[src/port_sfmux_pkg.sv]
// constants for the port special-function mux: register indices, fields, reset values, timing
// assumes registers are reached over apb with 32-bit data, one word per register index
`default_nettype none
package port_sfmux_pkg;
  // ==========================================================================
  // register indices (byte address is four times the index)
  localparam logic [15:0] CLKOUT_CTRL_IDX = 16'hff06;
  localparam logic [15:0] TIMER_OUT_IDX = 16'hffc1;
  localparam logic [15:0] DIR0_IDX = 16'hff40;
  localparam logic [15:0] PUL0_IDX = 16'hff41;
  localparam logic [15:0] DAT0_IDX = 16'hff42;
  localparam logic [15:0] DIR1_IDX = 16'hff44;
  localparam logic [15:0] PUL1_IDX = 16'hff45;
  localparam logic [15:0] DAT1_IDX = 16'hff46;
  localparam logic [15:0] DIR2_IDX = 16'hff48;
  localparam logic [15:0] PUL2_IDX = 16'hff49;
  localparam logic [15:0] DAT2_IDX = 16'hff4a;
  localparam logic [15:0] LCD_CTRL_IDX = 16'hff61;
  localparam int ADDR_W = 18;
  // ==========================================================================
  // field positions
  localparam int FREQ_SEL_LSB = 0;
  localparam int CLKOUT_EN_BIT = 3;
  localparam int TIMER_OUT_EN_BIT = 2;
  localparam int LCD_SEL_BIT = 3;
  // ==========================================================================
  // reset values
  localparam logic [1:0] FREQ_SEL_RST = 2'h0;
  localparam logic [3:0] DIR_RST = 4'h0;
  localparam logic [3:0] PUL_RST = 4'hf;
  localparam logic [3:0] DAT_RST = 4'h0;
  // ==========================================================================
  // clock-out frequency select codes
  localparam logic [1:0] FSEL_FAST = 2'h3;
  localparam logic [1:0] FSEL_SLOW = 2'h2;
  localparam logic [1:0] FSEL_DIV8 = 2'h1;
  localparam logic [1:0] FSEL_DIV64 = 2'h0;
  localparam int DIV8_BIT = 2;
  localparam int DIV64_BIT = 5;
  // ==========================================================================
  // lcd duty codes, line half-period minus one in slow-clock rising edges, frame half-period minus one in line-sync periods
  localparam logic [1:0] DUTY_8 = 2'h0;
  localparam logic [1:0] DUTY_16 = 2'h1;
  localparam logic [1:0] DUTY_17 = 2'h2;
  localparam logic [4:0] LINE_HALF_DUTY8 = 5'h1f;
  localparam logic [4:0] LINE_HALF_DUTY16 = 5'h0f;
  localparam logic [4:0] FRAME_LINES_8 = 5'h07;
  localparam logic [4:0] FRAME_LINES_16 = 5'h0f;
  localparam logic [4:0] FRAME_LINES_17 = 5'h10;
endpackage
`default_nettype wire

[src/port_special_function_mux.sv]
// port logic: clock-out and timer-out on two output bits, twelve bidirectional bits
// assumes oscillator and timer clocks arrive asynchronous, output-port registers on pclk
//
// What this block does
// clock-out enable drives clock-out on output bit 3
// frequency select picks fast, slow, /8, /64
// timer-out enable drives timer clock on bit 2
// data 0 holds special pin low
// float control floats special pin anyway
// software keeps data 1, float 0 for specials
// software starts fast oscillator before selecting it
// group1 serial, group2 bits 2-3 lcd sync
// serial pin roles depend on master or slave
// direction bit: 0 input floats, 1 drives data
// read returns register in output, pin in input
// direction bits reset to input mode
// direction bits of special bits are storage
// pull-up only in input mode with control 1
// pull-up storage for outputs, live for serial inputs
// lcd select puts line sync, frame on pins
// line sync 512 or 1024 Hz per duty
// build options: push-pull or open-drain, pull-up presence; group 1 uses only parameter bit 0, group 0 is fixed push-pull with pull-up
// frame 32 Hz, or 30.12 Hz at 1/17 duty
// timer-out passes programmable timer clock to pin
// build options are parameters, not registers
//
// Added by the designer: the APB interface to the registers.
`default_nettype none
module port_special_function_mux #(
  parameter logic [3:0] group1_open_drain = 4'h0,
  parameter logic [3:0] group2_open_drain = 4'h0,
  parameter logic [3:0] group1_pullup_fitted = 4'hf,
  parameter logic [3:0] group2_pullup_fitted = 4'hf
) (
  input wire logic pclk,
  input wire logic presetn,
  input wire logic psel,
  input wire logic penable,
  input wire logic pwrite,
  input wire logic [17:0] paddr,
  input wire logic [31:0] pwdata,
  output logic [31:0] prdata,
  output logic pready,
  output logic pslverr,
  input wire logic slow_osc_clock,
  input wire logic fast_osc_clock,
  input wire logic timer_clock_out,
  input wire logic out_bit2_data,
  input wire logic out_bit3_data,
  input wire logic out_bit2_float,
  input wire logic out_bit3_float,
  output logic out_bit2_pin_o,
  output logic out_bit2_pin_oe,
  output logic out_bit3_pin_o,
  output logic out_bit3_pin_oe,
  input wire logic serial_select,
  input wire logic serial_slave,
  input wire logic serial_data_out,
  input wire logic serial_clock_o,
  input wire logic serial_ready_out,
  output logic serial_data_in,
  output logic serial_clock_i,
  input wire logic [1:0] lcd_duty,
  input wire logic [11:0] bidir_pin_i,
  output logic [11:0] bidir_pin_o,
  output logic [11:0] bidir_pin_oe,
  output logic [11:0] bidir_pullup_en,
  output logic clkout_signal,
  output logic lcd_line_sync,
  output logic lcd_frame_signal
);

  // ==========================================================================
  // state
  typedef struct packed {
    logic [1:0] freq_sel;
    logic clkout_enable;
    logic timer_out_enable;
    logic lcd_sync_out_select;
    logic [11:0] dir;
    logic [11:0] pul;
    logic [11:0] dat;
    logic [11:0] pin_meta;
    logic [11:0] pin_sync;
    logic [2:0] clk_meta;
    logic [2:0] clk_sync;
    logic slow_prev;
    logic [5:0] slow_div;
    logic clkout;
    logic [4:0] line_cnt;
    logic line_sig;
    logic [4:0] frame_cnt;
    logic frame_sig;
    logic [11:0] pin_o;
    logic [11:0] pin_oe;
    logic [11:0] pu;
    logic b2_o;
    logic b2_oe;
    logic b3_o;
    logic b3_oe;
    logic ser_din;
    logic ser_clk;
    logic [31:0] rdata;
  } state_t;

  localparam state_t STATE_RST = '{
    freq_sel: port_sfmux_pkg::FREQ_SEL_RST,
    clkout_enable: 1'b0,
    timer_out_enable: 1'b0,
    lcd_sync_out_select: 1'b0,
    dir: {3{port_sfmux_pkg::DIR_RST}},
    pul: {3{port_sfmux_pkg::PUL_RST}},
    dat: {3{port_sfmux_pkg::DAT_RST}},
    pin_meta: 12'h000,
    pin_sync: 12'h000,
    clk_meta: 3'h0,
    clk_sync: 3'h0,
    slow_prev: 1'b0,
    slow_div: 6'h00,
    clkout: 1'b0,
    line_cnt: 5'h00,
    line_sig: 1'b0,
    frame_cnt: 5'h00,
    frame_sig: 1'b0,
    pin_o: 12'h000,
    pin_oe: 12'h000,
    pu: 12'h000,
    b2_o: 1'b1,
    b2_oe: 1'b1,
    b3_o: 1'b1,
    b3_oe: 1'b1,
    ser_din: 1'b0,
    ser_clk: 1'b0,
    rdata: 32'h0000_0000
  };

  state_t state_reg;
  state_t state_next;

  // ==========================================================================
  // helpers
  function automatic logic [17:0] word_addr(input logic [15:0] idx);
    word_addr = {idx, 2'b00};
  endfunction

  // output-mode bits show the register, input-mode bits the pin
  function automatic logic [3:0] port_read(input logic [3:0] d, input logic [3:0] dat,
                                           input logic [3:0] pin);
    port_read = (d & dat) | (~d & pin);
  endfunction

  // drive a pin: open-drain bits only pull low
  function automatic logic [1:0] drive(input logic val, input logic od);
    drive = {val, od ? ~val : 1'b1};
  endfunction

  // ==========================================================================
  // next state
  logic wr;
  logic hit;
  logic [31:0] rd;
  logic [11:0] fn_out;
  logic [11:0] fn_in;
  logic [11:0] fn_val;
  logic [11:0] od;
  logic [11:0] fitted;
  logic slow_rise;
  logic line_rise;
  logic clkout_signal_src;
  logic [4:0] line_half;
  logic [4:0] frame_lines;
  logic [1:0] dv;

  always_comb begin
    state_next = state_reg;
    wr = psel & penable & pwrite;
    hit = 1'b1;
    rd = 32'h0000_0000;
    fn_out = 12'h000;
    fn_in = 12'h000;
    fn_val = 12'h000;
    od = {group2_open_drain, {4{group1_open_drain[0]}}, 4'h0};
    fitted = {group2_pullup_fitted, {4{group1_pullup_fitted[0]}}, 4'hf};
    dv = 2'h0;
    // synchronisers
    state_next.pin_meta = bidir_pin_i;
    state_next.pin_sync = state_reg.pin_meta;
    state_next.clk_meta = {timer_clock_out, fast_osc_clock, slow_osc_clock};
    state_next.clk_sync = state_reg.clk_meta;
    state_next.slow_prev = state_reg.clk_sync[0];
    slow_rise = state_reg.clk_sync[0] & ~state_reg.slow_prev;
    // register decode
    unique case (paddr)
      word_addr(port_sfmux_pkg::CLKOUT_CTRL_IDX): begin
        rd[port_sfmux_pkg::CLKOUT_EN_BIT] = state_reg.clkout_enable;
        rd[port_sfmux_pkg::FREQ_SEL_LSB +: 2] = state_reg.freq_sel;
        if (wr) begin
          state_next.clkout_enable = pwdata[port_sfmux_pkg::CLKOUT_EN_BIT];
          state_next.freq_sel = pwdata[port_sfmux_pkg::FREQ_SEL_LSB +: 2];
        end
      end
      word_addr(port_sfmux_pkg::TIMER_OUT_IDX): begin
        rd[port_sfmux_pkg::TIMER_OUT_EN_BIT] = state_reg.timer_out_enable;
        if (wr) begin
          state_next.timer_out_enable = pwdata[port_sfmux_pkg::TIMER_OUT_EN_BIT];
        end
      end
      word_addr(port_sfmux_pkg::LCD_CTRL_IDX): begin
        rd[port_sfmux_pkg::LCD_SEL_BIT] = state_reg.lcd_sync_out_select;
        if (wr) begin
          state_next.lcd_sync_out_select = pwdata[port_sfmux_pkg::LCD_SEL_BIT];
        end
      end
      word_addr(port_sfmux_pkg::DIR0_IDX): begin
        rd[3:0] = state_reg.dir[3:0];
        if (wr) begin
          state_next.dir[3:0] = pwdata[3:0];
        end
      end
      word_addr(port_sfmux_pkg::DIR1_IDX): begin
        rd[3:0] = state_reg.dir[7:4];
        if (wr) begin
          state_next.dir[7:4] = pwdata[3:0];
        end
      end
      word_addr(port_sfmux_pkg::DIR2_IDX): begin
        rd[3:0] = state_reg.dir[11:8];
        if (wr) begin
          state_next.dir[11:8] = pwdata[3:0];
        end
      end
      word_addr(port_sfmux_pkg::PUL0_IDX): begin
        rd[3:0] = state_reg.pul[3:0];
        if (wr) begin
          state_next.pul[3:0] = pwdata[3:0];
        end
      end
      word_addr(port_sfmux_pkg::PUL1_IDX): begin
        rd[3:0] = state_reg.pul[7:4];
        if (wr) begin
          state_next.pul[7:4] = pwdata[3:0];
        end
      end
      word_addr(port_sfmux_pkg::PUL2_IDX): begin
        rd[3:0] = state_reg.pul[11:8];
        if (wr) begin
          state_next.pul[11:8] = pwdata[3:0];
        end
      end
      word_addr(port_sfmux_pkg::DAT0_IDX): begin
        rd[3:0] = port_read(state_reg.dir[3:0], state_reg.dat[3:0], state_reg.pin_sync[3:0]);
        if (wr) begin
          state_next.dat[3:0] = pwdata[3:0];
        end
      end
      word_addr(port_sfmux_pkg::DAT1_IDX): begin
        rd[3:0] = port_read(state_reg.dir[7:4], state_reg.dat[7:4], state_reg.pin_sync[7:4]);
        if (wr) begin
          state_next.dat[7:4] = pwdata[3:0];
        end
      end
      word_addr(port_sfmux_pkg::DAT2_IDX): begin
        rd[3:0] = port_read(state_reg.dir[11:8], state_reg.dat[11:8],
                            state_reg.pin_sync[11:8]);
        if (wr) begin
          state_next.dat[11:8] = pwdata[3:0];
        end
      end
      default: begin
        hit = 1'b0;
      end
    endcase
    if (psel & ~penable) begin
      state_next.rdata = rd;
    end
    // ========================================================================
    // clock-out source
    if (slow_rise) begin
      state_next.slow_div = state_reg.slow_div + 6'h01;
    end
    unique case (state_reg.freq_sel)
      port_sfmux_pkg::FSEL_FAST: clkout_signal_src = state_reg.clk_sync[1];
      port_sfmux_pkg::FSEL_SLOW: clkout_signal_src = state_reg.clk_sync[0];
      port_sfmux_pkg::FSEL_DIV8: clkout_signal_src = state_reg.slow_div[port_sfmux_pkg::DIV8_BIT];
      port_sfmux_pkg::FSEL_DIV64: clkout_signal_src = state_reg.slow_div[port_sfmux_pkg::DIV64_BIT];
    endcase
    state_next.clkout = state_reg.clkout_enable ? clkout_signal_src : 1'b1;
    // ========================================================================
    // lcd line sync and frame
    line_half = (lcd_duty == port_sfmux_pkg::DUTY_8) ? port_sfmux_pkg::LINE_HALF_DUTY8
                                                      : port_sfmux_pkg::LINE_HALF_DUTY16;
    unique case (lcd_duty)
      port_sfmux_pkg::DUTY_16: frame_lines = port_sfmux_pkg::FRAME_LINES_16;
      port_sfmux_pkg::DUTY_17: frame_lines = port_sfmux_pkg::FRAME_LINES_17;
      default: frame_lines = port_sfmux_pkg::FRAME_LINES_8;
    endcase
    line_rise = 1'b0;
    if (slow_rise) begin
      if (state_reg.line_cnt >= line_half) begin
        state_next.line_cnt = 5'h00;
        state_next.line_sig = ~state_reg.line_sig;
        line_rise = ~state_reg.line_sig;
      end else begin
        state_next.line_cnt = state_reg.line_cnt + 5'h01;
      end
    end
    if (line_rise) begin
      if (state_reg.frame_cnt >= frame_lines) begin
        state_next.frame_cnt = 5'h00;
        state_next.frame_sig = ~state_reg.frame_sig;
      end else begin
        state_next.frame_cnt = state_reg.frame_cnt + 5'h01;
      end
    end
    // ========================================================================
    // special output bits 2 and 3
    state_next.b2_oe = ~out_bit2_float;
    state_next.b3_oe = ~out_bit3_float;
    state_next.b2_o = out_bit2_data & (state_reg.timer_out_enable ?
                                       state_reg.clk_sync[2] : 1'b1);
    state_next.b3_o = out_bit3_data & (state_reg.clkout_enable ? state_reg.clkout : 1'b1);
    // ========================================================================
    // bidirectional function assignment
    if (serial_select) begin
      fn_in[4] = 1'b1;
      fn_out[5] = 1'b1;
      fn_val[5] = serial_data_out;
      if (serial_slave) begin
        fn_in[6] = 1'b1;
        fn_out[7] = 1'b1;
        fn_val[7] = serial_ready_out;
      end else begin
        fn_out[6] = 1'b1;
        fn_val[6] = serial_clock_o;
      end
    end
    if (state_reg.lcd_sync_out_select) begin
      fn_out[11:10] = 2'h3;
      fn_val[10] = state_reg.line_sig;
      fn_val[11] = state_reg.frame_sig;
    end
    for (int i = 0; i < 12; i++) begin
      if (fn_out[i]) begin
        dv = drive(fn_val[i], od[i]);
        state_next.pu[i] = 1'b0;
      end else if (fn_in[i]) begin
        dv = 2'h0;
        state_next.pu[i] = state_reg.pul[i] & fitted[i];
      end else begin
        dv = drive(state_reg.dat[i], od[i]) & {2{state_reg.dir[i]}};
        state_next.pu[i] = ~state_reg.dir[i] & state_reg.pul[i] & fitted[i];
      end
      state_next.pin_o[i] = dv[1];
      state_next.pin_oe[i] = dv[0];
    end
    state_next.ser_din = state_reg.pin_sync[4];
    state_next.ser_clk = state_reg.pin_sync[6];
  end

  // ==========================================================================
  // registers
  always_ff @(posedge pclk or negedge presetn) begin
    if (!presetn) begin
      state_reg <= STATE_RST;
    end else begin
      state_reg <= state_next;
    end
  end

  // ==========================================================================
  // outputs
  assign pready = 1'b1;
  assign pslverr = psel & penable & ~hit;
  assign prdata = state_reg.rdata;
  assign out_bit2_pin_o = state_reg.b2_o;
  assign out_bit2_pin_oe = state_reg.b2_oe;
  assign out_bit3_pin_o = state_reg.b3_o;
  assign out_bit3_pin_oe = state_reg.b3_oe;
  assign bidir_pin_o = state_reg.pin_o;
  assign bidir_pin_oe = state_reg.pin_oe;
  assign bidir_pullup_en = state_reg.pu;
  assign serial_data_in = state_reg.ser_din;
  assign serial_clock_i = state_reg.ser_clk;
  assign clkout_signal = state_reg.clkout;
  assign lcd_line_sync = state_reg.line_sig;
  assign lcd_frame_signal = state_reg.frame_sig;

endmodule
`default_nettype wire

[config.mk]
export PLATFORM = sky130hd
export DESIGN_NAME = port_special_function_mux
export DESIGN_NICKNAME = d
export VERILOG_FILES = /design/src/port_sfmux_pkg.sv /design/src/port_special_function_mux.sv
export SDC_FILE = /design/constraint.sdc
export NUM_CORES = 1
export LEC_CHECK = 0
export BUFFER_PORTS_ARGS = -buffer_cell sky130_fd_sc_hd__clkbuf_2
export CAP_MARGIN = 20
export CORE_ASPECT_RATIO = 0.9
export CORE_MARGIN = 2
export CORE_UTILIZATION = 40
export DETAILED_ROUTE_END_ITERATION = 16
export GPL_ROUTABILITY_DRIVEN = 1
export PLACE_DENSITY = 0.7
export SLEW_MARGIN = 5
export SYNTH_ARGS = -nofsm -noshare
export SYNTH_HDL_FRONTEND = slang
export SYNTH_SLANG_ARGS = --single-unit
[constraint.sdc]
create_clock -name pclk -period 2.3 [get_ports pclk]
set_clock_uncertainty 0.2 [all_clocks]
set_input_delay 0.46 -clock pclk [delete_from_list [all_inputs] [get_ports pclk]]
set_output_delay 0.46 -clock pclk [all_outputs]
set_load 0.1 [all_outputs]
* After elaboration in Yosys (flattened, before gate mapping)
Index checks and enable logic that the tools add are counted.
Storage, ports and cells: output and inout port bits 79, input bits 81, register bits after elaboration 137
Operators by class: bitwise logic cells 62, $lt $le $gt $ge 2, equal/unequal tests 17, muxes and demuxes 38, reductions and logical operators 17, add/sub/neg operators 3
Operators by type and width (count):
- 18-bit equality test, second input constant | 12
- 2-bit AND reduction | 14
- 2-bit AND | 12
- 4-bit AND | 6
- 2-bit one-hot mux with 10 select lines | 1
- 1-bit AND | 19
- 1-bit 2-to-1 mux | 19
- 1-bit NOT | 19
- 2-bit 2-to-1 mux | 9
- 5-bit 2-to-1 mux | 3
- 4-bit NOT | 3
- 4-bit bitwise OR | 3
- 12-bit OR reduction | 1
- 1-bit one-hot mux with 11 select lines | 1
- 5-bit by 1-bit adder with 5-bit output, second input constant | 2
- 5-bit >= comparator | 2
- 1-bit one-hot mux with 10 select lines | 1
- 5-bit one-hot mux with 2 select lines | 1
- 6-bit by 1-bit adder with 6-bit output, second input constant | 1
- 2-bit equality test, second input constant | 3
- 3-bit 2-to-1 mux | 2
- 2-bit by 1-bit equality test with 1-bit output, second input constant | 2
- 2-bit zero test | 2
- 1-bit one-hot mux with 4 select lines | 1

* Logic depth before layout (Yosys ltp)
word-level depth 6, mapped depth 8

* Worst setup path after synthesis
No wires, ideal clock.
kind in2out, start point input port paddr[0], end point output port pslverr, arrival 2.536 ns, stages on the path 7, required time 1.640 ns, setup slack -0.896 ns, cell sequence nand4bb_1 -> buf_2 -> nor2_1 -> and3_1 -> nand2_1 -> nand4_1 -> nor2_1
Between the ends: word-level cells in the longest chain between the ends 5, elaborated cells between the ends (all ways) 16, those cells by class 12 x eq/ne; 1 x mux; 2 x bitwise; 1 x reduce/logical
Ends and longest elaborated chain:
- start, declared | line port_special_function_mux.sv:40 | input wire logic [17:0] paddr,
- 18-bit equality test | line port_special_function_mux.sv:193 | unique case (paddr)
- 12-bit OR reduction (no line) (*)
- 1-bit 2-to-1 mux (*) | line port_special_function_mux.sv:193
- 1-bit NOT (*) | line port_special_function_mux.sv:373 | assign pslverr = psel & penable & ~hit;
- 1-bit AND (*) | line port_special_function_mux.sv:373
- end, declared | line port_special_function_mux.sv:44 | output logic pslverr,
Mark *: on every way between the ends. The rest lies on a longest branch, timed or not.

* Final worst setup path
start point input port paddr[6], end point output port pslverr
The elaborated chain is that of the path after synthesis.

==> flow_summary.ini <==
[synth]
synth_common_cells = dfrtp_1, buf_4, nand2_1, mux2_2
synth_edf_count = 0
synth_warnings = 0
syn-cell-area_um2 = 6240
yosysMostFrequentCell = dfrtp_1
netlist.area_leader.share = 0.485
yosys-top-cells-area = dfrtp_1, buf_4, mux2_2, dfstp_2, nand2_1
synthesis.instances = 540
seq_area_frac_synth = 0.553
synth_top_area_cell = dfrtp_1
synth.avg_cell_area_um2 = 11.6
synth_ff_type = dfrtp_1
synth_cell_types = 66
synthArstFlopShare = 1.00
ys_seq_elements = 137

[drt]
wl_um = 14900
vias = 4351
first_iter_violations = 239
drc = 0
ant_nets = 0
via_per_inst = 4.85
wire_per_inst_um = 16.5
drtPass1Iterations = 6

[sta]
max_freq_mhz = 411
maxSlewViolCount = 0
setup_ws_ns = -0.134
max_slew_margin = 0.566
worstMarginPinSlew_ns = 0.635
rsz0062_at_grt = yes
setup_viol = 1
post-route-period-util = 1.06
final_hold_viol_count = 0
setup-tns-final_ns = -0.134
final.min_clock_period_ns = 2.43

[place]
dp_worst_setup_slack_ns = -0.141
place_congestion = 0.889
io_buffers = 102
hpwl_um = 11300
place_inst = 846

[status]
status = finished, violations left
violations = setup timing

[cts]
cts_max_path_buffers = 2
ctsRootBufferMaster = clkbuf_16
clk_latency_ns = 0.42
cts_tree = yes
clock_sinks = 137
htreeDepth = 4
cts_buffers = 17
cts.reportedPaths.clkPinSlew_ns = 0.07

[final_layout]
syn_to_final_growth_pct = 24.8
finalNonFillerCells = 898
fin_nets = 773
antenna_cells = 0
layout-drive-gt1-share = 0.401
largest_register_ffs = 70

[power]
power_density_nw_per_um2 = 855
p_leak_nw = 3.74
total_power_mw = 6.66
ir_drop_mv = 0.596

[die]
ios = 160
die_w_um = 136
die_height_um = 122
start_util = 0.407
dieArea_um2 = 16600
num_rows = 43
coreArea_um2 = 15300

[global_route]
grt-ovfl-total = 0
grt_first_pass_wirelength_um = 23600
grt_max_degree = 82
grt_use_total = 0.191
antenna_found_initial = 0
grt_pass1_vias = 4417

[critical_path]
critPathLaunchType = input pin
critPathRequiredTime_ns = 1.64
slowest_stage = or4b_4
crit_type = in2out
cp_max_fo = 4
slowest_delay_ns = 0.55
cp.arrival_ns = 1.77
cp_cell_sequence = buf_8, or4b_4, nor3_4, nand2_2, nand4_1, nor2_4, buf_12
endpoint_kind = output pin

[flow_run]
maxCapViolations = 0

[min_path]
hp-class = in2reg
power breakdown:
| group | internal [mW] | total (mW) | switching [mW] |
|---|---|---|---|
| Combinational | 0.400 | 1.35 | 0.954 |
| Sequential | 2.61 | 2.79 | 0.184 |
| Clock | 1.47 | 2.51 | 1.04 |
| Total | 4.48 | 6.66 | 2.18 |
cells in the final DEF (no fill, tap or decap), types with 5 or more instances in the layout:
master         instances
dfstp_2               16
nand2b_1               8
xnor2_1                5
nand3_1               12
dfrtp_1              121
mux2_2                41
o21ai_0               21
conb_1                29
and2_1                 7
clkbuf_2              98
ha_1                   9
nor2_1                19
or2_2                  6
dlygate4sd3_1         19
clkbuf_16             17
buf_4                 58
nor2b_1               17
nand2_1               49
nor3_1                10
a21o_1                 6
a21oi_1               10
mux2i_1                5
clkinvlp_4             5
nand4_1                6
inv_1                 16
cell type report:
cell class	count	area [um2]
sequential	137	3450
inverter	16	60.1
clock buffer	20	467
multi-input combinational	330	2260
clock inverter	12	91.3
tap	202	253
timing repair buffer	181	1210
fill	1404	7540
critical path, delay by kind of cell:
kind	cells	cell delay (ns)
simple gates	5	1.04
buf+inv	2	0.26
through the flow:
| stage | util | hold slack (ns) | instance area [um2] |
|---|---|---|---|
| 2_1_floorplan | - | -0.0356 | 6370 |
| 3_3_place_gp | 0.458 | 0.0545 | 7020 |
| 3_5_place_dp | 0.458 | 0.0538 | 7020 |
| 4_1_cts | 0.506 | 0.0103 | 7760 |
| 5_1_grt | 0.508 | 0.0238 | 7790 |
| 6_report | 0.508 | 0.0273 | 7790 |
what timing repair did:
| action | 4_1_cts | 5_1_grt |
|---|---|---|
| hold buffers | 19 | 0 |
| endpoints found under the hold margin | 139 | 0 |
| endpoints found under the setup margin | 1 | 1 |
| pin swaps | 0 | 4 |
| buffers inserted | 0 | 1 |
| resized for setup | 0 | 7 |
kinds of logic after synthesis:
family / count (synthesis) / synth area share
fa+ha+maj: 9 / 0.0181
flops: 137 / 0.553
buf+inv: 100 / 0.106
compound gates: 72 / 0.0784
simple gates: 167 / 0.150
mux: 47 / 0.0856
xor+xnor: 6 / 0.00842
other cells: 2 / 0.00120
layer usage:
metal,part of all wire,vias to the layer above,global-route usage
met2,0.46,134,0.300
met3,0.059,20,0.0553
met5,0,-,0
li1,-,2053,-
met4,0.018,0,0.0566
met1,0.46,2144,0.259
worst paths after layout:
| path | startpoint | endpoint | slack, ns | depth (start not counted) |
|---|---|---|---|---|
| max | paddr[6] | pslverr | -0.13 | 7 |
| min | out_bit3_data | out_bit3_pin_o | 0.03 | 2 |
| max reg2reg | state_reg[149] | prdata[1] | 0.19 | 5 |
| min reg2reg | state_next[103] | state_reg[103] | 0.15 | 0 |
| max in group asynchronous | presetn | state_reg[140] | 1.06 | 3 |
| min in group asynchronous | presetn | bidir_pin_o[9] | 0.20 | 2 |
No activity file was read; power rests on OpenSTA's default activity.
